$ cat src/design/drs_map.vh
`ifndef DRS_MAP_VH
`define DRS_MAP_VH

// =====================================================================
// register indices (byte address = index * 4)
// =====================================================================
`define DRS_IDX_CTRL        7'h40
`define DRS_IDX_VTIMER      7'h41
`define DRS_IDX_STATUS      7'h42
`define DRS_IDX_BUFCFG_A    7'h43
`define DRS_IDX_BUFCFG_B    7'h44
`define DRS_IDX_BUFSTAT     7'h45
`define DRS_IDX_LSB         2
`define DRS_IDX_MSB         8

// =====================================================================
// control register fields
// =====================================================================
`define DRS_CTRL_MODE_LSB   0
`define DRS_CTRL_MODE_MSB   1
`define DRS_CTRL_MANSEL     2
`define DRS_CTRL_PINSEL     3
`define DRS_CTRL_PRIO0_LSB  4
`define DRS_CTRL_PRIO0_MSB  6
`define DRS_CTRL_PRIO1_LSB  8
`define DRS_CTRL_PRIO1_MSB  10
`define DRS_CTRL_WMASK      32'h0000_077f
`define DRS_CTRL_RESET      32'h0000_0000
`define DRS_VTIMER_WMASK    32'h0000_ffff
`define DRS_VTIMER_RESET    32'h0000_0100
`define DRS_BUFCFG_WMASK    32'h0000_00ff
`define DRS_BUFCFG_RESET    32'h0000_0000

// =====================================================================
// selection modes
// =====================================================================
`define DRS_MODE_REVERT     2'h0
`define DRS_MODE_NONREVERT  2'h1
`define DRS_MODE_MAN_FALL   2'h2
`define DRS_MODE_MAN_HOLD   2'h3

// =====================================================================
// priority and buffer type codes
// =====================================================================
`define DRS_PRIO_W          3
`define DRS_PRIO_NEVER      3'h0
`define DRS_VTIMER_W        16
`define DRS_CODE_W          6
`define DRS_CODE_00         6'h00
`define DRS_CODE_01         6'h01
`define DRS_CODE_02         6'h02
`define DRS_CODE_03         6'h03
`define DRS_CODE_04         6'h04
`define DRS_CODE_05         6'h05
`define DRS_CODE_08         6'h08
`define DRS_CODE_0C         6'h0c
`define DRS_CODE_18         6'h18
`define DRS_CODE_28         6'h28
`define DRS_CODE_38         6'h38
// buffer control vector: {hyst, capBypass, seSelect, seTerm, diffTerm, weakBias}
`define DRS_BUF_BIAS        0
`define DRS_BUF_DIFFTERM    1
`define DRS_BUF_SETERM      2
`define DRS_BUF_SESEL       3
`define DRS_BUF_BYPASS      4
`define DRS_BUF_HYST        5
`define DRS_BUF_OFF         6'h00

// =====================================================================
// axi responses
// =====================================================================
`define DRS_RESP_OKAY       2'h0
`define DRS_RESP_SLVERR     2'h2

`endif

$ cat src/design/drs_valid_timer.v
`timescale 1ns/1ps
`include "drs_map.vh"

module drs_valid_timer (
  input  wire                     core_clk,
  input  wire                     rst_n,
  input  wire                     monitorFlag,
  input  wire [`DRS_VTIMER_W-1:0] clearCycles,
  output reg                      valid_q
);

  reg                     flagMeta_q;
  reg                     flagSync_q;
  reg [`DRS_VTIMER_W-1:0] clean_q;

  // =====================================================================
  // two-stage synchroniser: flags come from monitors off this clock
  // =====================================================================
  always @(posedge core_clk) begin
    if (!rst_n) begin
      flagMeta_q <= 1'b1;
      flagSync_q <= 1'b1;
    end else begin
      flagMeta_q <= monitorFlag;
      flagSync_q <= flagMeta_q;
    end
  end

  // =====================================================================
  // qualification: any flag restarts the clean count and drops valid
  // =====================================================================
  always @(posedge core_clk) begin
    if (!rst_n) begin
      clean_q <= {`DRS_VTIMER_W{1'b0}};
      valid_q <= 1'b0;
    end else if (flagSync_q) begin
      clean_q <= {`DRS_VTIMER_W{1'b0}};
      valid_q <= 1'b0;
    end else if (clean_q >= clearCycles) begin
      valid_q <= 1'b1;
    end else begin
      clean_q <= clean_q + 1'b1;        // saturates at the programmed time
    end
  end

endmodule // drs_valid_timer

$ cat src/design/drs_ref_selector.v
`timescale 1ns/1ps
`include "drs_map.vh"

module drs_ref_selector (
  input  wire        core_clk,
  input  wire        rst_n,
  // axi4-lite slave
  input  wire [8:0]  s_axi_awaddr,
  input  wire [2:0]  s_axi_awprot,
  input  wire        s_axi_awvalid,
  output reg         s_axi_awready,
  input  wire [31:0] s_axi_wdata,
  input  wire [3:0]  s_axi_wstrb,
  input  wire        s_axi_wvalid,
  output reg         s_axi_wready,
  output reg  [1:0]  s_axi_bresp,
  output reg         s_axi_bvalid,
  input  wire        s_axi_bready,
  input  wire [8:0]  s_axi_araddr,
  input  wire [2:0]  s_axi_arprot,
  input  wire        s_axi_arvalid,
  output reg         s_axi_arready,
  output reg  [31:0] s_axi_rdata,
  output reg  [1:0]  s_axi_rresp,
  output reg         s_axi_rvalid,
  input  wire        s_axi_rready,
  // monitors and loop
  input  wire        refFlagZero,
  input  wire        refFlagOne,
  input  wire        historyValid,
  input  wire        manualSelectPin,
  // selection results
  output reg         activeRef_q,
  output reg         statusPin_q,
  output reg         tracking_q,
  output reg         holdover_q,
  output reg         freeRun_q,
  // buffer controls
  output reg  [5:0]  bufCtrlZero_q,
  output reg  [5:0]  bufCtrlOne_q,
  output reg         ampDetOkZero_q,
  output reg         ampDetOkOne_q
);

  localparam [2:0] ST_FREE  = 3'b001;
  localparam [2:0] ST_HOLD  = 3'b010;
  localparam [2:0] ST_TRACK = 3'b100;

  reg  [31:0] ctrl_q;
  reg  [31:0] vtimer_q;
  reg  [31:0] bufCfgA_q;
  reg  [31:0] bufCfgB_q;
  reg         awHeld_q;
  reg  [8:0]  awAddr_q;
  reg         wHeld_q;
  reg  [31:0] wData_q;
  reg  [3:0]  wStrb_q;
  reg         pinMeta_q;
  reg         pinSync_q;
  reg  [2:0]  state_q;
  reg  [2:0]  state_d;
  reg         sel_d;
  reg  [31:0] rdData;
  reg         rdHit;
  reg         wrHit;
  wire [31:0] strbMask;
  wire        doWrite;
  wire [6:0]  wrIdx;
  wire [6:0]  rdIdx;
  wire        validZero;
  wire        validOne;
  wire [1:0]  mode;
  wire [2:0]  prioZero;
  wire [2:0]  prioOne;
  wire        manChoice;
  wire        candZero;
  wire        candOne;
  wire        anyCand;
  wire        bestRef;
  wire        manValid;
  wire        curValid;
  wire [2:0]  fallState;
  wire [5:0]  decZero;
  wire [5:0]  decOne;

  // =====================================================================
  // buffer type decode
  // =====================================================================
  // unlisted codes leave every switch open so a bad code cannot load the pin
  function [5:0] decodeType;
    input [5:0] code;
    begin
      case (code)
        `DRS_CODE_00: decodeType = `DRS_CODE_00;
        `DRS_CODE_01: decodeType = `DRS_CODE_01;
        `DRS_CODE_02: decodeType = `DRS_CODE_02;
        `DRS_CODE_03: decodeType = `DRS_CODE_03;
        `DRS_CODE_04: decodeType = `DRS_CODE_04;
        `DRS_CODE_05: decodeType = `DRS_CODE_05;
        `DRS_CODE_08: decodeType = `DRS_CODE_08;
        `DRS_CODE_0C: decodeType = `DRS_CODE_0C;
        `DRS_CODE_18: decodeType = `DRS_CODE_18;
        `DRS_CODE_28: decodeType = `DRS_CODE_28;
        `DRS_CODE_38: decodeType = `DRS_CODE_38;
        default:      decodeType = `DRS_BUF_OFF;
      endcase
    end
  endfunction

  // =====================================================================
  // input qualification, one timer per input
  // =====================================================================
  drs_valid_timer uValidZero (
    .core_clk    (core_clk),
    .rst_n       (rst_n),
    .monitorFlag (refFlagZero),
    .clearCycles (vtimer_q[`DRS_VTIMER_W-1:0]),
    .valid_q     (validZero)
  );

  drs_valid_timer uValidOne (
    .core_clk    (core_clk),
    .rst_n       (rst_n),
    .monitorFlag (refFlagOne),
    .clearCycles (vtimer_q[`DRS_VTIMER_W-1:0]),
    .valid_q     (validOne)
  );

  // =====================================================================
  // manual select pin synchroniser
  // =====================================================================
  always @(posedge core_clk) begin
    if (!rst_n) begin
      pinMeta_q <= 1'b0;
      pinSync_q <= 1'b0;
    end else begin
      pinMeta_q <= manualSelectPin;
      pinSync_q <= pinMeta_q;
    end
  end

  // =====================================================================
  // control fields and candidate ranking
  // =====================================================================
  assign mode      = ctrl_q[`DRS_CTRL_MODE_MSB:`DRS_CTRL_MODE_LSB];
  assign prioZero  = ctrl_q[`DRS_CTRL_PRIO0_MSB:`DRS_CTRL_PRIO0_LSB];
  assign prioOne   = ctrl_q[`DRS_CTRL_PRIO1_MSB:`DRS_CTRL_PRIO1_LSB];
  assign manChoice = ctrl_q[`DRS_CTRL_PINSEL] ? pinSync_q
                                              : ctrl_q[`DRS_CTRL_MANSEL];
  assign candZero  = validZero & (prioZero != `DRS_PRIO_NEVER);
  assign candOne   = validOne & (prioOne != `DRS_PRIO_NEVER);
  assign anyCand   = candZero | candOne;
  // smaller value is better; tie goes to input zero
  assign bestRef   = candOne & ~(candZero & (prioZero <= prioOne));
  assign manValid  = manChoice ? validOne : validZero;
  assign curValid  = activeRef_q ? candOne : candZero;
  // with nothing to track, history decides between holdover and free-run
  assign fallState = historyValid ? ST_HOLD : ST_FREE;

  // =====================================================================
  // selection state machine, next state
  // =====================================================================
  always @* begin
    state_d = fallState;
    sel_d   = activeRef_q; // the mux keeps its last input while not tracking
    case (mode)
      `DRS_MODE_REVERT: begin
        if (anyCand) begin
          state_d = ST_TRACK;
          sel_d   = bestRef;
        end else begin
          state_d = fallState;
        end
      end
      `DRS_MODE_NONREVERT: begin
        if ((state_q == ST_TRACK) && curValid) begin
          state_d = ST_TRACK;
        end else if (anyCand) begin
          state_d = ST_TRACK;
          sel_d   = bestRef;
        end else begin
          state_d = fallState;
        end
      end
      `DRS_MODE_MAN_FALL: begin
        if (manValid) begin
          state_d = ST_TRACK;
          sel_d   = manChoice;
        end else if (anyCand) begin
          state_d = ST_TRACK;
          sel_d   = bestRef;
        end else begin
          state_d = fallState;
        end
      end
      `DRS_MODE_MAN_HOLD: begin
        if (manValid) begin
          state_d = ST_TRACK;
          sel_d   = manChoice;
        end else begin
          state_d = fallState;
        end
      end
      default: begin
        state_d = fallState;
      end
    endcase
  end

  // =====================================================================
  // selection registers and status outputs
  // =====================================================================
  always @(posedge core_clk) begin
    if (!rst_n) begin
      state_q     <= ST_FREE;
      activeRef_q <= 1'b0;
      statusPin_q <= 1'b0;
      tracking_q  <= 1'b0;
      holdover_q  <= 1'b0;
      freeRun_q   <= 1'b1;
    end else begin
      state_q     <= state_d;
      activeRef_q <= sel_d;
      statusPin_q <= sel_d;
      tracking_q  <= (state_d == ST_TRACK);
      holdover_q  <= (state_d == ST_HOLD);
      freeRun_q   <= (state_d == ST_FREE);
    end
  end

  // =====================================================================
  // buffer control outputs
  // =====================================================================
  assign decZero = decodeType(bufCfgA_q[`DRS_CODE_W-1:0]);
  assign decOne  = decodeType(bufCfgB_q[`DRS_CODE_W-1:0]);

  always @(posedge core_clk) begin
    if (!rst_n) begin
      bufCtrlZero_q  <= `DRS_BUF_OFF;
      bufCtrlOne_q   <= `DRS_BUF_OFF;
      ampDetOkZero_q <= 1'b0;
      ampDetOkOne_q  <= 1'b0;
    end else begin
      bufCtrlZero_q  <= decZero;
      bufCtrlOne_q   <= decOne;
      ampDetOkZero_q <= ~decZero[`DRS_BUF_BYPASS] & ~decZero[`DRS_BUF_SESEL];
      ampDetOkOne_q  <= ~decOne[`DRS_BUF_BYPASS] & ~decOne[`DRS_BUF_SESEL];
    end
  end

  // =====================================================================
  // axi4-lite write path
  // =====================================================================
  // address and data are parked independently so either may come first
  assign doWrite  = awHeld_q & wHeld_q & ~s_axi_bvalid;
  assign wrIdx    = awAddr_q[`DRS_IDX_MSB:`DRS_IDX_LSB];
  assign strbMask = {{8{wStrb_q[3]}}, {8{wStrb_q[2]}}, {8{wStrb_q[1]}}, {8{wStrb_q[0]}}};

  always @* begin
    case (wrIdx)
      `DRS_IDX_CTRL,
      `DRS_IDX_VTIMER,
      `DRS_IDX_BUFCFG_A,
      `DRS_IDX_BUFCFG_B: wrHit = 1'b1;
      default:           wrHit = 1'b0;
    endcase
  end

  always @(posedge core_clk) begin
    if (!rst_n) begin
      awHeld_q      <= 1'b0;
      awAddr_q      <= 9'h000;
      wHeld_q       <= 1'b0;
      wData_q       <= 32'h0000_0000;
      wStrb_q       <= 4'h0;
      s_axi_awready <= 1'b0;
      s_axi_wready  <= 1'b0;
      s_axi_bvalid  <= 1'b0;
      s_axi_bresp   <= `DRS_RESP_OKAY;
      ctrl_q        <= `DRS_CTRL_RESET;
      vtimer_q      <= `DRS_VTIMER_RESET;
      bufCfgA_q     <= `DRS_BUFCFG_RESET;
      bufCfgB_q     <= `DRS_BUFCFG_RESET;
    end else begin
      s_axi_awready <= ~awHeld_q & ~s_axi_awready & s_axi_awvalid;
      s_axi_wready  <= ~wHeld_q & ~s_axi_wready & s_axi_wvalid;
      if (s_axi_awvalid & s_axi_awready) begin
        awHeld_q <= 1'b1;
        awAddr_q <= s_axi_awaddr;
      end
      if (s_axi_wvalid & s_axi_wready) begin
        wHeld_q <= 1'b1;
        wData_q <= s_axi_wdata;
        wStrb_q <= s_axi_wstrb;
      end
      if (doWrite) begin
        awHeld_q     <= 1'b0;
        wHeld_q      <= 1'b0;
        s_axi_bvalid <= 1'b1;
        s_axi_bresp  <= wrHit ? `DRS_RESP_OKAY : `DRS_RESP_SLVERR;
        case (wrIdx)
          `DRS_IDX_CTRL:
            ctrl_q <= (ctrl_q & ~(strbMask & `DRS_CTRL_WMASK)) |
                      (wData_q & strbMask & `DRS_CTRL_WMASK);
          `DRS_IDX_VTIMER:
            vtimer_q <= (vtimer_q & ~(strbMask & `DRS_VTIMER_WMASK)) |
                        (wData_q & strbMask & `DRS_VTIMER_WMASK);
          `DRS_IDX_BUFCFG_A:
            bufCfgA_q <= (bufCfgA_q & ~(strbMask & `DRS_BUFCFG_WMASK)) |
                         (wData_q & strbMask & `DRS_BUFCFG_WMASK);
          `DRS_IDX_BUFCFG_B:
            bufCfgB_q <= (bufCfgB_q & ~(strbMask & `DRS_BUFCFG_WMASK)) |
                         (wData_q & strbMask & `DRS_BUFCFG_WMASK);
          default: begin
            ctrl_q <= ctrl_q; // unmapped or read-only: nothing stored
          end
        endcase
      end else if (s_axi_bvalid & s_axi_bready) begin
        s_axi_bvalid <= 1'b0;
      end
    end
  end

  // =====================================================================
  // axi4-lite read path
  // =====================================================================
  assign rdIdx = s_axi_araddr[`DRS_IDX_MSB:`DRS_IDX_LSB];

  always @* begin
    rdHit  = 1'b1;
    rdData = 32'h0000_0000;
    case (rdIdx)
      `DRS_IDX_CTRL:     rdData = ctrl_q;
      `DRS_IDX_VTIMER:   rdData = vtimer_q;
      `DRS_IDX_STATUS:   rdData = {25'h0, validOne, validZero, freeRun_q, holdover_q,
                                   tracking_q, 1'b0, activeRef_q};
      `DRS_IDX_BUFCFG_A: rdData = bufCfgA_q;
      `DRS_IDX_BUFCFG_B: rdData = bufCfgB_q;
      `DRS_IDX_BUFSTAT:  rdData = {16'h0, 1'b0, ampDetOkOne_q, bufCtrlOne_q,
                                   1'b0, ampDetOkZero_q, bufCtrlZero_q};
      default:           rdHit  = 1'b0;
    endcase
  end

  // one read at a time: arready drops while the data beat waits
  always @(posedge core_clk) begin
    if (!rst_n) begin
      s_axi_arready <= 1'b0;
      s_axi_rvalid  <= 1'b0;
      s_axi_rdata   <= 32'h0000_0000;
      s_axi_rresp   <= `DRS_RESP_OKAY;
    end else begin
      s_axi_arready <= ~s_axi_arready & ~s_axi_rvalid & s_axi_arvalid;
      if (s_axi_arvalid & s_axi_arready) begin
        s_axi_rvalid <= 1'b1;
        s_axi_rdata  <= rdData;
        s_axi_rresp  <= rdHit ? `DRS_RESP_OKAY : `DRS_RESP_SLVERR;
      end else if (s_axi_rvalid & s_axi_rready) begin
        s_axi_rvalid <= 1'b0;
      end
    end
  end

endmodule // drs_ref_selector

$ cat config.mk
export PLATFORM = sky130hd
export DESIGN_NAME = drs_ref_selector
export DESIGN_NICKNAME = d
export VERILOG_FILES = /design/src/design/drs_valid_timer.v /design/src/design/drs_ref_selector.v
export VERILOG_INCLUDE_DIRS = /design/src /design/src/design
export SDC_FILE = /design/constraint.sdc
export NUM_CORES = 1
export LEC_CHECK = 0
export CAP_MARGIN = 0
export CORE_MARGIN = 2
export CORE_UTILIZATION = 40
export DETAILED_ROUTE_END_ITERATION = 16
export DONT_BUFFER_PORTS = 1
export SLEW_MARGIN = 10
export SYNTH_ARGS = -nofsm -noshare
export SYNTH_HDL_FRONTEND = slang
export SYNTH_HIERARCHICAL = 1
export SYNTH_SLANG_ARGS = --single-unit
export TNS_END_PERCENT = 50
$ cat constraint.sdc
create_clock -name core_clk -period 2.55 [get_ports core_clk]
set_clock_uncertainty 0.2 [all_clocks]
set_input_delay 0.51 -clock core_clk [delete_from_list [all_inputs] [get_ports core_clk]]
set_output_delay 0.51 -clock core_clk [all_outputs]
set_load 0.05 [all_outputs]
# ---- After elaboration in Yosys (flattened, before gate mapping)
# Cells that the tools add are included.
dict set report word_totals {
  output_inout_bits 60
  regBits 259
}
dict set report op_classes {
  add_sub_neg 2
  n_mux 25
  magnitude_cmp 3
  n_eq_ne 39
  reduce_logical 16
  bitwise_logic 45
}
# op n
set op_table {}
lappend op_table {{32-bit case mux with 6 select lines} 1}
lappend op_table {{32-bit AND} 4}
lappend op_table {{6-bit case mux with 10 select lines} 2}
lappend op_table {{7-bit equality test (second input constant)} 10}
lappend op_table {{32-bit by 8-bit OR with 32-bit output} 2}
lappend op_table {{16-bit by 1-bit adder with 16-bit output (second input constant)} 2}
lappend op_table {{16-bit greater-or-equal comparator} 2}
lappend op_table {{11-bit NOT with 32-bit output} 1}
lappend op_table {{16-bit NOT with 32-bit output} 1}
lappend op_table {{8-bit NOT with 32-bit output} 1}
lappend op_table {{32-bit by 11-bit OR with 32-bit output} 1}
lappend op_table {{32-bit by 16-bit OR with 32-bit output} 1}
lappend op_table {{6-bit by 2-bit equality test with 1-bit output (second input constant)} 4}
lappend op_table {{6-bit by 3-bit equality test with 1-bit output (second input constant)} 4}
lappend op_table {{6-bit by 4-bit equality test with 1-bit output (second input constant)} 4}
lappend op_table {{6-bit equality test (second input constant)} 4}
lappend op_table {{1-bit AND} 19}
lappend op_table {{16-bit AND} 1}
lappend op_table {{1-bit two-way mux} 13}
lappend op_table {{1-bit NOT} 13}
lappend op_table {{6-bit by 1-bit equality test with 1-bit output (second input constant)} 2}
lappend op_table {{6-bit by 5-bit equality test with 1-bit output (second input constant)} 2}
lappend op_table {{3-bit two-way mux} 4}
lappend op_table {{3-bit case mux with 4 select lines} 1}
lappend op_table {{other kinds (18)} 31}

# ---- Logic depth before layout (Yosys ltp)
# Gate-level depths: netlist (run 1).
dict set report logic_depth {
  word_depth 8
  depth_mapped 9
  mapped_depth_nobuf 7
}

# ---- Cells and area by module
# Netlist (run 1), hierarchy kept.
# mod area_per_inst_um2 cells_each instances
set by_module_without_submodules {}
lappend by_module_without_submodules {drs_ref_selector 4824.6 532 1}
lappend by_module_without_submodules {{drs_valid_timer at uValidOne} 1360.1 165 1}
lappend by_module_without_submodules {{drs_valid_timer at uValidZero} 1353.8 160 1}

# ---- Worst setup path after synthesis (run 1)
# No wires, ideal clock.
dict set report synth_path {
  path_kind {register to register}
  from {register uValidZero.clean_q[0]}
  to {register uValidZero.clean_q[2]}
  path_stages_with_launch 9
  slack_ns 0.180
  setup_time_ns 0.070
  arrival_ns 2.099
  period_less_slack_ns 2.370
  path_cell_list {dfxtp_1 > inv_1 > ha_1 > nand2b_4 > a2111oi_4 > o32ai_2 > buf_2 > or4_1 > a21oi_1}
}
dict set report synth_between {
  elab_chain_len 1
  elab_cells_between_ends 2
  cone_classes {add/sub: 1; order compare: 1}
}
# element line
set synth_rtl {}
lappend synth_rtl {{start: declaration} drs_valid_timer.v:14} ;# reg [`DRS_VTIMER_W-1:0] clean_q;
lappend synth_rtl {{start signal: assignment} drs_valid_timer.v:34} ;# clean_q <= {`DRS_VTIMER_W{1'b0}};
lappend synth_rtl {{start signal: assignment} drs_valid_timer.v:37} ;# clean_q <= {`DRS_VTIMER_W{1'b0}};
lappend synth_rtl {{start signal: assignment} drs_valid_timer.v:42} ;# clean_q <= clean_q + 1'b1;
lappend synth_rtl {{16-bit by 1-bit adder with 16-bit output or 16-bit greater-or-equal comparator (tied branches)} {drs_valid_timer.v:42, drs_valid_timer.v:39}}
# Several ways; a longest one is shown, not always the timed one.
# A chain may end at the register's enable or synchronous reset.

==> flow_summary.yaml, run 1 <==
place:
  dp.cells: 1092
  dp_hpwl_um: 14010
  portBuffers: 0
  globalplace.congestion: 0.8348
  post-place-ws_ns: 0.01678
grt:
  grt-ovfl-total: 0
  track_usage: 0.1976
  grt_pass1_wl_um: 30820
  grt_pass1_vias: 5747
  grt_max_degree: 32
  antenna_found_initial: 0
timing:
  max_freq_ghz: 0.4016
  final-setup-viol-count: 0
  layout_setup_ws_ns: 0.05970
  min_period_ns: 2.490
  tightest_slew_ns: 0.7278
  grt_setup_unrepaired: "yes"
  final.setup.tns_ns: 0
  slew_violations: 0
  slew_headroom: 0.5148
  hold_violations: 0
  period_share: 0.9766
clock_network:
  cts_made_buffers: 17
  cts_tree: "yes"
  root_buffer: "clkbuf_16"
  clock_path_buffers: 2
  clkLatencyLatePin_ns: 0.43
  cts.sinks: 153
  htreeDepth: 4
  clk_pin_slew_worst_paths_ns: 0.06
die:
  die-area_um2: 19960
  boundaryPins: 131
  core-area_um2: 18580
  die_h_um: 141.3
  initial_core_util: 0.4057
  die-width_um: 141.3
  fp-row-count: 50
job:
  cap_violations: 0
setup_path:
  cp-end-kind: "flip-flop"
  reg2reg_slack_ns: 0.06
  critPathArrivalTime_ns: 2.64
  critPathKind: "reg -> reg"
  cp-start-kind: "flip-flop"
  r2r-end: "uValidOne/clean_q[6]"
  rr_worst_depth: 8
  required_ns: 2.70
  critPathMaxFanout: 5
synthesis:
  syn_inst: 857
  ys.flop_type: "dfxtp_1"
  synth-async-reset-ratio: 0
  synth-edff-count: 0
  avgSynthCellArea_um2: 8.796
  ys_types: 61
  synthesis.area_um2: 7538
  yosysWarnings: 6
  ys_ff_latch: 153
  ys_seq_area_frac: 0.4063
route:
  drt-vias-per-instance: 5.541
  drt-total-wl_um: 20210
  post_drt_wl_per_cell_um: 17.67
  antenna_left: 0
  drcViolationCount: 0
  drtPass1Iterations: 5
  drtIter0Drc: 467
  vias: 6339
power_and_ir_drop:
  power.density_nw_per_um2: 619.9
  p_leak_nw: 3.335
  peakVddDrop_mv: 0.5184
worst_hold_path:
  worstHoldPathCells: 2
  holdCritStartpoint: "s_axi_wstrb[1]"
  hp-class: "in -> reg"
  hold_path_end: "wStrb_q[1]"
finish:
  multi_input_area_um2: 4146
  fillers: 1781
  drive_gt1_frac: 0.1593
  regArea_um2: 3094
  syn2layout_area_growth_pct: 19.12
  final_cells: 1144
  finalNetCount: 1005
  antennaDiodeCount: 0
run_status:
  status: "completed"
power breakdown:
group | total [mW] | switching (mW) | internal [mW]
registers | 2.46 | 0.0468 | 2.41
clock network | 2.90 | 1.06 | 1.84
logic | 0.204 | 0.145 | 0.0600
total | 5.57 | 1.25 | 4.31
cell families (layout without fill, tap and decap cells):
| group | count (synthesis) | after routing | share of synthesized area |
|---|---|---|---|
| other | 1 | 18 | 0.0004974 |
| adders and majority gates | 37 | 37 | 0.06141 |
| buffers and inverters | 113 | 149 | 0.06987 |
| and+or+nand+nor | 312 | 312 | 0.2138 |
| AOI/OAI and AO/OA | 175 | 175 | 0.1547 |
| DFF | 153 | 153 | 0.4063 |
| muxes | 66 | 66 | 0.09344 |
layout make-up:
class / count / share of cell area
clock buffers: 17 / 0.04737
clock inverters: 15 / 0.02745
inverters: 52 / 0.02201
multi-input cells: 608 / 0.4618
flip-flops and latches: 153 / 0.3446
well taps: 234 / 0.03260
repair buffers: 65 / 0.06423
metal layers:
metal | vias to the layer above | routed length, µm | track usage
li1 | 3116 | - | -
met1 | 3014 | 9493 | 0.2661
met2 | 186 | 9135 | 0.3102
met3 | 23 | 1347 | 0.05906
met4 | 0 | 238 | 0.05263
met5 | - | 0 | 0
synthesized netlist by cell type, types with 7 or more instances:
cell type / count / area, µm²
nor3_1: 15 / 75.07
and2_1: 14 / 87.58
mux2i_1: 58 / 580.6
nand4_1: 18 / 112.6
buf_4: 22 / 165.2
o31ai_1: 26 / 195.2
nand2b_1: 11 / 68.82
or3_1: 11 / 68.82
nand3_1: 29 / 145.1
a22oi_1: 11 / 82.58
clkbuf_1: 29 / 108.9
inv_1: 52 / 195.2
dfxtp_1: 153 / 3063
o21a_1: 7 / 52.55
nor2_1: 70 / 262.8
o21ai_0: 14 / 70.07
a21oi_1: 72 / 360.4
ha_1: 37 / 462.9
or4_1: 23 / 172.7
nand2_1: 90 / 337.8
timing repair:
action | CTS | global route
pin swaps | 1 | 18
endpoints found under the hold margin | 13 | 3
cloned | 0 | 4
buffers inserted | 0 | 6
hold buffers | 9 | 2
gates resized for setup | 1 | 43
endpoints found under the setup margin | 1 | 27
cell usage in the layout (no fill, tap or decap), types with 15 or more instances in the layout:
cell       Yosys  final
mux2i_1       58     58
nor2_1        70     70
buf_4         22     48
ha_1          37     31
nor3_1        15     15
nand4_1       18     18
nand3_1       29     29
or4_1         23     23
conb_1         1     18
a21oi_1       72     70
clkbuf_16      0     19
dfxtp_1      153    140
o31ai_1       26     21
inv_1         52     46
nand2_1       90     90
critical path: stages (launching register included):
cell and delay (ns):
dfxtp_4 0.37, ha_1 0.29, nand2b_4 0.14, a2111oi_4 0.33
buf_4 0.19, o31ai_4 0.08, buf_4 0.16, or4_1 0.49
a21oi_2 0.15
how the worst max path moves through the flow:
stage / from / end / slack, ns / cells after the start
final: flip-flop / uValidOne/clean_q[6] / 0.06 / 8
after global routing: flip-flop / uValidZero/clean_q[3] / -0.05 / 8
after global placement: flip-flop / uValidOne/clean_q[2] / 0.05 / 9
after CTS: flip-flop / uValidOne/clean_q[2] / 0.006 / 8
after detailed placement: flip-flop / uValidOne/clean_q[2] / 0.02 / 9
after floorplan: uValidZero/clean_q[0] / uValidZero/clean_q[2] / 0.18 / 8
stage by stage:
stage | hold WS (ns) | cell area [µm²] | utilization | power, mW
2_1_floorplan | 0.1863 | 7602 | - | 2.704
5_1_grt | -0.0005477 | 8980 | 0.4833 | 5.748
4_1_cts | 0.0005234 | 8690 | 0.4677 | 5.614
3_3_place_gp | 0.1991 | 7926 | 0.4266 | 2.703
3_5_place_dp | 0.1991 | 7926 | 0.4266 | 2.703
6_report | 0.01300 | 8980 | 0.4833 | 5.567
Power figures use the tool's default switching activity.
==> run 2: changes to the inputs <==
--- a/config.mk
+++ b/config.mk
@@ -11,6 +11,7 @@
 export CORE_UTILIZATION = 40
 export DETAILED_ROUTE_END_ITERATION = 16
 export DONT_BUFFER_PORTS = 1
+export SETUP_SLACK_MARGIN = 0.2
 export SLEW_MARGIN = 10
 export SYNTH_ARGS = -nofsm -noshare
 export SYNTH_HDL_FRONTEND = slang
==> run 2 against run 1 <==
Net effect:
- global-route usage rose by 0.82 points
- first-iteration DRC count rose by 7.1%
- clock power fell by 14%
- clock-buffer cell count rose by 5
==> flow_summary.yaml, run 2 (synthesized netlist as in run 1, its figures left out) <==
grt:
  grt_max_degree: 33
  antenna_found_initial: 0
  grt-ovfl-total: 0
  grt_pass1_vias: 5990
  track_usage: 0.2058
  grt_pass1_wl_um: 32080
route:
  drcViolationCount: 0
  drtIter0Drc: 500
  drt-vias-per-instance: 5.633
  vias: 6484
  wl_met2_um: 9364
  drt-total-wl_um: 20720
  drtPass1Iterations: 6
  post_drt_wl_per_cell_um: 18.00
  antenna_left: 0
  top_layer: "met4"
  dr_wl_met3_um: 1474
  wl_met1_um: 9538
setup_path:
  critPathArrivalTime_ns: 2.61
  critPathKind: "reg -> reg"
  max_stage_delay_ns: 0.51
  critPathMaxFanout: 31
  cp-start-kind: "flip-flop"
  cp-end-kind: "flip-flop"
  required_ns: 2.69
  crit_path_cell_trace: "ha_1 > nand2b_4 > a2111oi_4 > o32ai_2 > buf_12 > or4_1 > a21oi_1"
  rr_worst_depth: 7
  critPathSlowestCell: "or4_1"
die:
  boundaryPins: 131
  die-area_um2: 19960
  die_h_um: 141.3
  die-width_um: 141.3
  initial_core_util: 0.4057
  core-area_um2: 18580
  fp-row-count: 50
finish:
  layout_common_cells: "128 x dfxtp_1, 90 x nand2_1, 70 x nor2_1"
  final_area_um2: 9189
  multi_input_area_um2: 4300
  fillers: 1723
  antennaDiodeCount: 0
  drive_gt1_frac: 0.2072
  finalNetCount: 1015
  syn2layout_area_growth_pct: 21.89
  final_common_cell: "dfxtp_1"
  regArea_um2: 3122
timing:
  slew_violations: 0
  min_period_ns: 2.464
  period_share: 0.9661
  whs_ns: 0.01223
  tightest_slew_ns: 0.8364
  final-setup-viol-count: 0
  slew_headroom: 0.4424
  grt_setup_unrepaired: "yes"
  hold_violations: 0
  final.setup.tns_ns: 0
  layout_setup_ws_ns: 0.08637
  max_freq_ghz: 0.4059
clock_network:
  root_buffer: "clkbuf_16"
  htreeDepth: 4
  cts.sinks: 153
  clkLatencyLatePin_ns: 0.43
  cts_made_buffers: 17
  clk_pin_slew_worst_paths_ns: 0.06
  clock_path_buffers: 2
  cts_tree: "yes"
run_status:
  status: "completed"
power_and_ir_drop:
  p_int_mw: 3.989
  p_comb_frac: 0.039
  power.density_nw_per_um2: 561.0
  p_leak_nw: 3.369
  power_frac_clock: 0.485
  peakVddDrop_mv: 0.4776
  power.share.sequential: 0.476
  p_sw_mw: 1.166
  p_sw_frac: 0.2262
job:
  cap_violations: 0
place:
  placed_area_um2: 7934
  globalplace.congestion: 0.8625
  dp_hpwl_um: 13960
  portBuffers: 0
  post-place-ws_ns: 0.06116
worst_hold_path:
  hp-class: "in -> reg"
  holdCritStartpoint: "s_axi_wstrb[0]"
  worstHoldPathCells: 2
[run 2: cell types whose count changed in the layout (fill, tap and decap cells not counted), sizes merged, moves of 2 or more]
cell,before,now
buf,52,66
bufinv,6,2
clkbuf,19,23
clkinv,5,3
dlygate4sd3,11,7
inv,55,52
[run 2: layer usage]
metal	vias to the layer above	global-route usage
met4	0	0.07526
li1	3141	-
met3	28	0.04691
met1	3094	0.2813
met5	-	0
met2	221	0.3191
[run 2: metrics by stage]
step                cells    util  total power [mW]
floorplan             874       -             2.704
detailed placement   1093  0.4270             2.704
finish               1151  0.4945             5.155
global placement     1093  0.4270             2.702
global route         1151  0.4945             5.321
CTS                  1141  0.4780             5.190
[run 2: path summary, 6_finish.rpt]
check,to,slack (ns)
worst max-delay path,uValidZero/clean_q[8],0.09
worst min-delay path,wStrb_q[0],0.01
worst max register to register,uValidZero/clean_q[8],0.09
worst min register to register,uValidOne/flagSync_q,0.21
[run 2: power groups by stage]
stage          Combinational [mW]  Clock (mW)  Sequential [mW]
5_1_grt                     0.216        2.65             2.46
3_5_place_dp                0.185           0             2.52
4_1_cts                     0.198        2.53             2.46
2_1_floorplan               0.188           0             2.52
6_report                    0.199        2.50             2.45
3_3_place_gp                0.184           0             2.52
[run 2: repair_timing]
item / in CTS / in global routing
gates resized for setup: 39 / 66
cloned: 3 / 1
pin swaps: 22 / 52
endpoints found under the setup margin: 30 / 50
hold endpoints to repair: 10 / 0
setup buffers: 9 / 9
hold buffers: 7 / 0
[run 2: worst max-delay path: cells and delay by family (launching register included)]
kind	cells	cell delay, ns
and+or+nand+nor	2	0.66
DFF	1	0.37
buffers and inverters	1	0.18
AOI/OAI and AO/OA	3	0.68
adders and majority gates	1	0.29
[run 2: cell type report]
cell class	instances	area share
Inverter	52	0.02124
Sequential cell	153	0.3397
Clock inverter	7	0.01021
Multi-Input combinational cell	608	0.4680
Tap cell	234	0.03186
Timing Repair Buffer	75	0.07625
Clock buffer	22	0.05270
==> run 3: changes to the inputs <==
--- a/config.mk
+++ b/config.mk
@@ -7,10 +7,13 @@
 export NUM_CORES = 1
 export LEC_CHECK = 0
 export CAP_MARGIN = 0
+export CELL_PAD_IN_SITES_DETAIL_PLACEMENT = 0
+export CELL_PAD_IN_SITES_GLOBAL_PLACEMENT = 1
 export CORE_MARGIN = 2
 export CORE_UTILIZATION = 40
 export DETAILED_ROUTE_END_ITERATION = 16
 export DONT_BUFFER_PORTS = 1
+export PLACE_DENSITY_LB_ADDON = 0.1
 export SETUP_SLACK_MARGIN = 0.2
 export SLEW_MARGIN = 10
 export SYNTH_ARGS = -nofsm -noshare
==> run 3 against run 2 <==
Net effect:
- the flow now finishes with violations (setup timing)
- die area stayed put
- critical endpoint is now uValidZero/clean_q[15]
- power barely moved
- worst hold slack got worse by 0.0046 ns
- utilization is 2.7 points higher
- global-route usage increased by 1.2 points
- critical path depth grew 4
- sequential power barely moved
- register-to-register slack worse by 0.11 ns
- combinational power rose by 11%
- clock-buffer cell count fell by 5
==> flow_summary.yaml, run 3 (synthesized netlist as in run 1, its figures left out) <==
grt:
  antenna_found_initial: 0
  track_usage: 0.2183
  grt_max_degree: 75
  grt_pass1_vias: 6331
  grt-ovfl-total: 0
  grt_pass1_wl_um: 34090
setup_path:
  critPathArrivalTime_ns: 2.73
  crit_path_cell_trace: "buf_4 > buf_4 > inv_2 > ha_4 > nand4_1 > a211o_1 > o32ai_4 > buf_12 > buf_12 > or4_1 > a21oi_1"
  critPathKind: "reg -> reg"
  critPathMaxFanout: 8
  rr_worst_depth: 11
  cp-start-kind: "flip-flop"
  critPathSlowestCell: "or4_1"
  endpoint: "uValidZero/clean_q[15]"
  r2r-end: "uValidZero/clean_q[15]"
  max_stage_delay_ns: 0.51
  required_ns: 2.70
  cp-end-kind: "flip-flop"
  reg2reg_slack_ns: -0.02
die:
  boundaryPins: 131
  fp-row-count: 50
  core-area_um2: 18580
  die_h_um: 141.3
  initial_core_util: 0.4057
  die-area_um2: 19960
  die-width_um: 141.3
route:
  post_drt_wl_per_cell_um: 18.51
  drcViolationCount: 0
  drt-total-wl_um: 22030
  antenna_left: 0
  drtPass1Iterations: 7
  drtIter0Drc: 522
  drt-vias-per-instance: 5.625
  vias: 6694
clock_network:
  root_buffer: "clkbuf_16"
  clk_pin_slew_worst_paths_ns: 0.07
  cts_tree: "yes"
  htreeDepth: 4
  clkLatencyLatePin_ns: 0.44
  clock_path_buffers: 2
  cts.sinks: 153
  cts_made_buffers: 17
finish:
  fillers: 1706
  layout_common_cells: "132 x dfxtp_1, 90 x nand2_1, 70 x nor2_1"
  multi_input_area_um2: 4437
  regArea_um2: 3099
  antennaDiodeCount: 0
  final_common_cell: "dfxtp_1"
  final_area_um2: 9684
  finalNetCount: 1051
  drive_gt1_frac: 0.2406
  syn2layout_area_growth_pct: 28.46
timing:
  period_share: 1.009
  final.setup.tns_ns: -0.1006
  min_period_ns: 2.573
  grt_setup_unrepaired: "yes"
  slew_violations: 0
  final-setup-viol-count: 8
  layout_setup_ws_ns: -0.02258
  hold_violations: 0
  tightest_slew_ns: 0.8433
  max_freq_ghz: 0.3887
  whs_ns: 0.007611
  slew_headroom: 0.4359
power_and_ir_drop:
  peakVddDrop_mv: 0.4468
  p_leak_nw: 3.606
  power.density_nw_per_um2: 532.0
place:
  dp_hpwl_um: 14650
  placed_area_um2: 8036
  globalplace.congestion: 0.8589
  portBuffers: 0
run_status:
  status: "complete, but fails checks"
  violations: "setup timing"
worst_hold_path:
  hp-class: "in -> reg"
job:
  cap_violations: 0
==> run 3: cell count changes in the layout (fill, tap and decap cells not counted), moves of 6 or more <==
cell / previous run / this run
buf_4: 53 / 69
dlygate4sd3_1: 7 / 20
dfxtp_4: 11 / 4
inv_8: 0 / 6
==> run 3: per-layer routing <==
metal | global-route usage | wire, µm | part of all wire
met1 | 0.2993 | 10210 | 0.46
met3 | 0.05501 | 1225 | 0.056
met2 | 0.3385 | 10120 | 0.46
met4 | 0.06895 | 473 | 0.021
met5 | 0 | 0 | 0
==> run 3: how the worst min path moves through the flow <==
stage	slack, ns	depth (start not counted)	from	end
after global routing	-0.0007	2	s_axi_wdata[0]	wData_q[0]
final	0.008	2	s_axi_awaddr[7]	awAddr_q[7]
after global placement	0.19	1	uValidOne/flagMeta_q	uValidOne/flagSync_q
after floorplan	0.19	1	uValidOne/flagMeta_q	uValidOne/flagSync_q
after detailed placement	0.20	1	uValidOne/flagMeta_q	uValidOne/flagSync_q
after CTS	0.00002	2	s_axi_wdata[6]	wData_q[6]
==> run 3: layout make-up <==
type,count,share of cell area
multi-input cells,608,0.4581
flip-flops and latches,153,0.3200
repair buffers,111,0.1119
clock buffers,17,0.04393
well taps,234,0.03023
inverters,52,0.02041
clock inverters,15,0.01537
==> run 3: report_power, final <==
part | total [mW] | switching (mW) | internal [mW]
logic | 0.220 | 0.150 | 0.0693
clock network | 2.48 | 1.17 | 1.30
registers | 2.45 | 0.0416 | 2.41
total | 5.15 | 1.37 | 3.79
==> run 3: critical path, delay by kind of cell, from the launching register on <==
| family | cells | cell delay, ns |
|---|---|---|
| fa+ha+maj | 1 | 0.20 |
| flops | 1 | 0.32 |
| simple gates | 2 | 0.69 |
| buf+inv | 5 | 0.61 |
| compound gates | 3 | 0.46 |
==> run 3: what timing repair did <==
| item | CTS | global route |
|---|---|---|
| cloned | 2 | 4 |
| hold buffers | 18 | 2 |
| pin swaps | 27 | 45 |
| hold endpoints to repair | 25 | 2 |
| endpoints found under the setup margin | 42 | 56 |
| buffers inserted | 16 | 11 |
| resized for setup | 33 | 86 |
==> run 3: per-stage QoR <==
step / cells / total power, mW / util / setup slack (ns)
CTS: 1173 / 5.190 / 0.4909 / 0.01649
global placement: 1105 / 2.698 / 0.4325 / 0.06826
finish: 1190 / 5.152 / 0.5212 / -0.02258
detailed placement: 1105 / 2.701 / 0.4325 / 0.002655
floorplan: 874 / 2.704 / - / 0.2080
global route: 1190 / 5.339 / 0.5212 / -0.1647
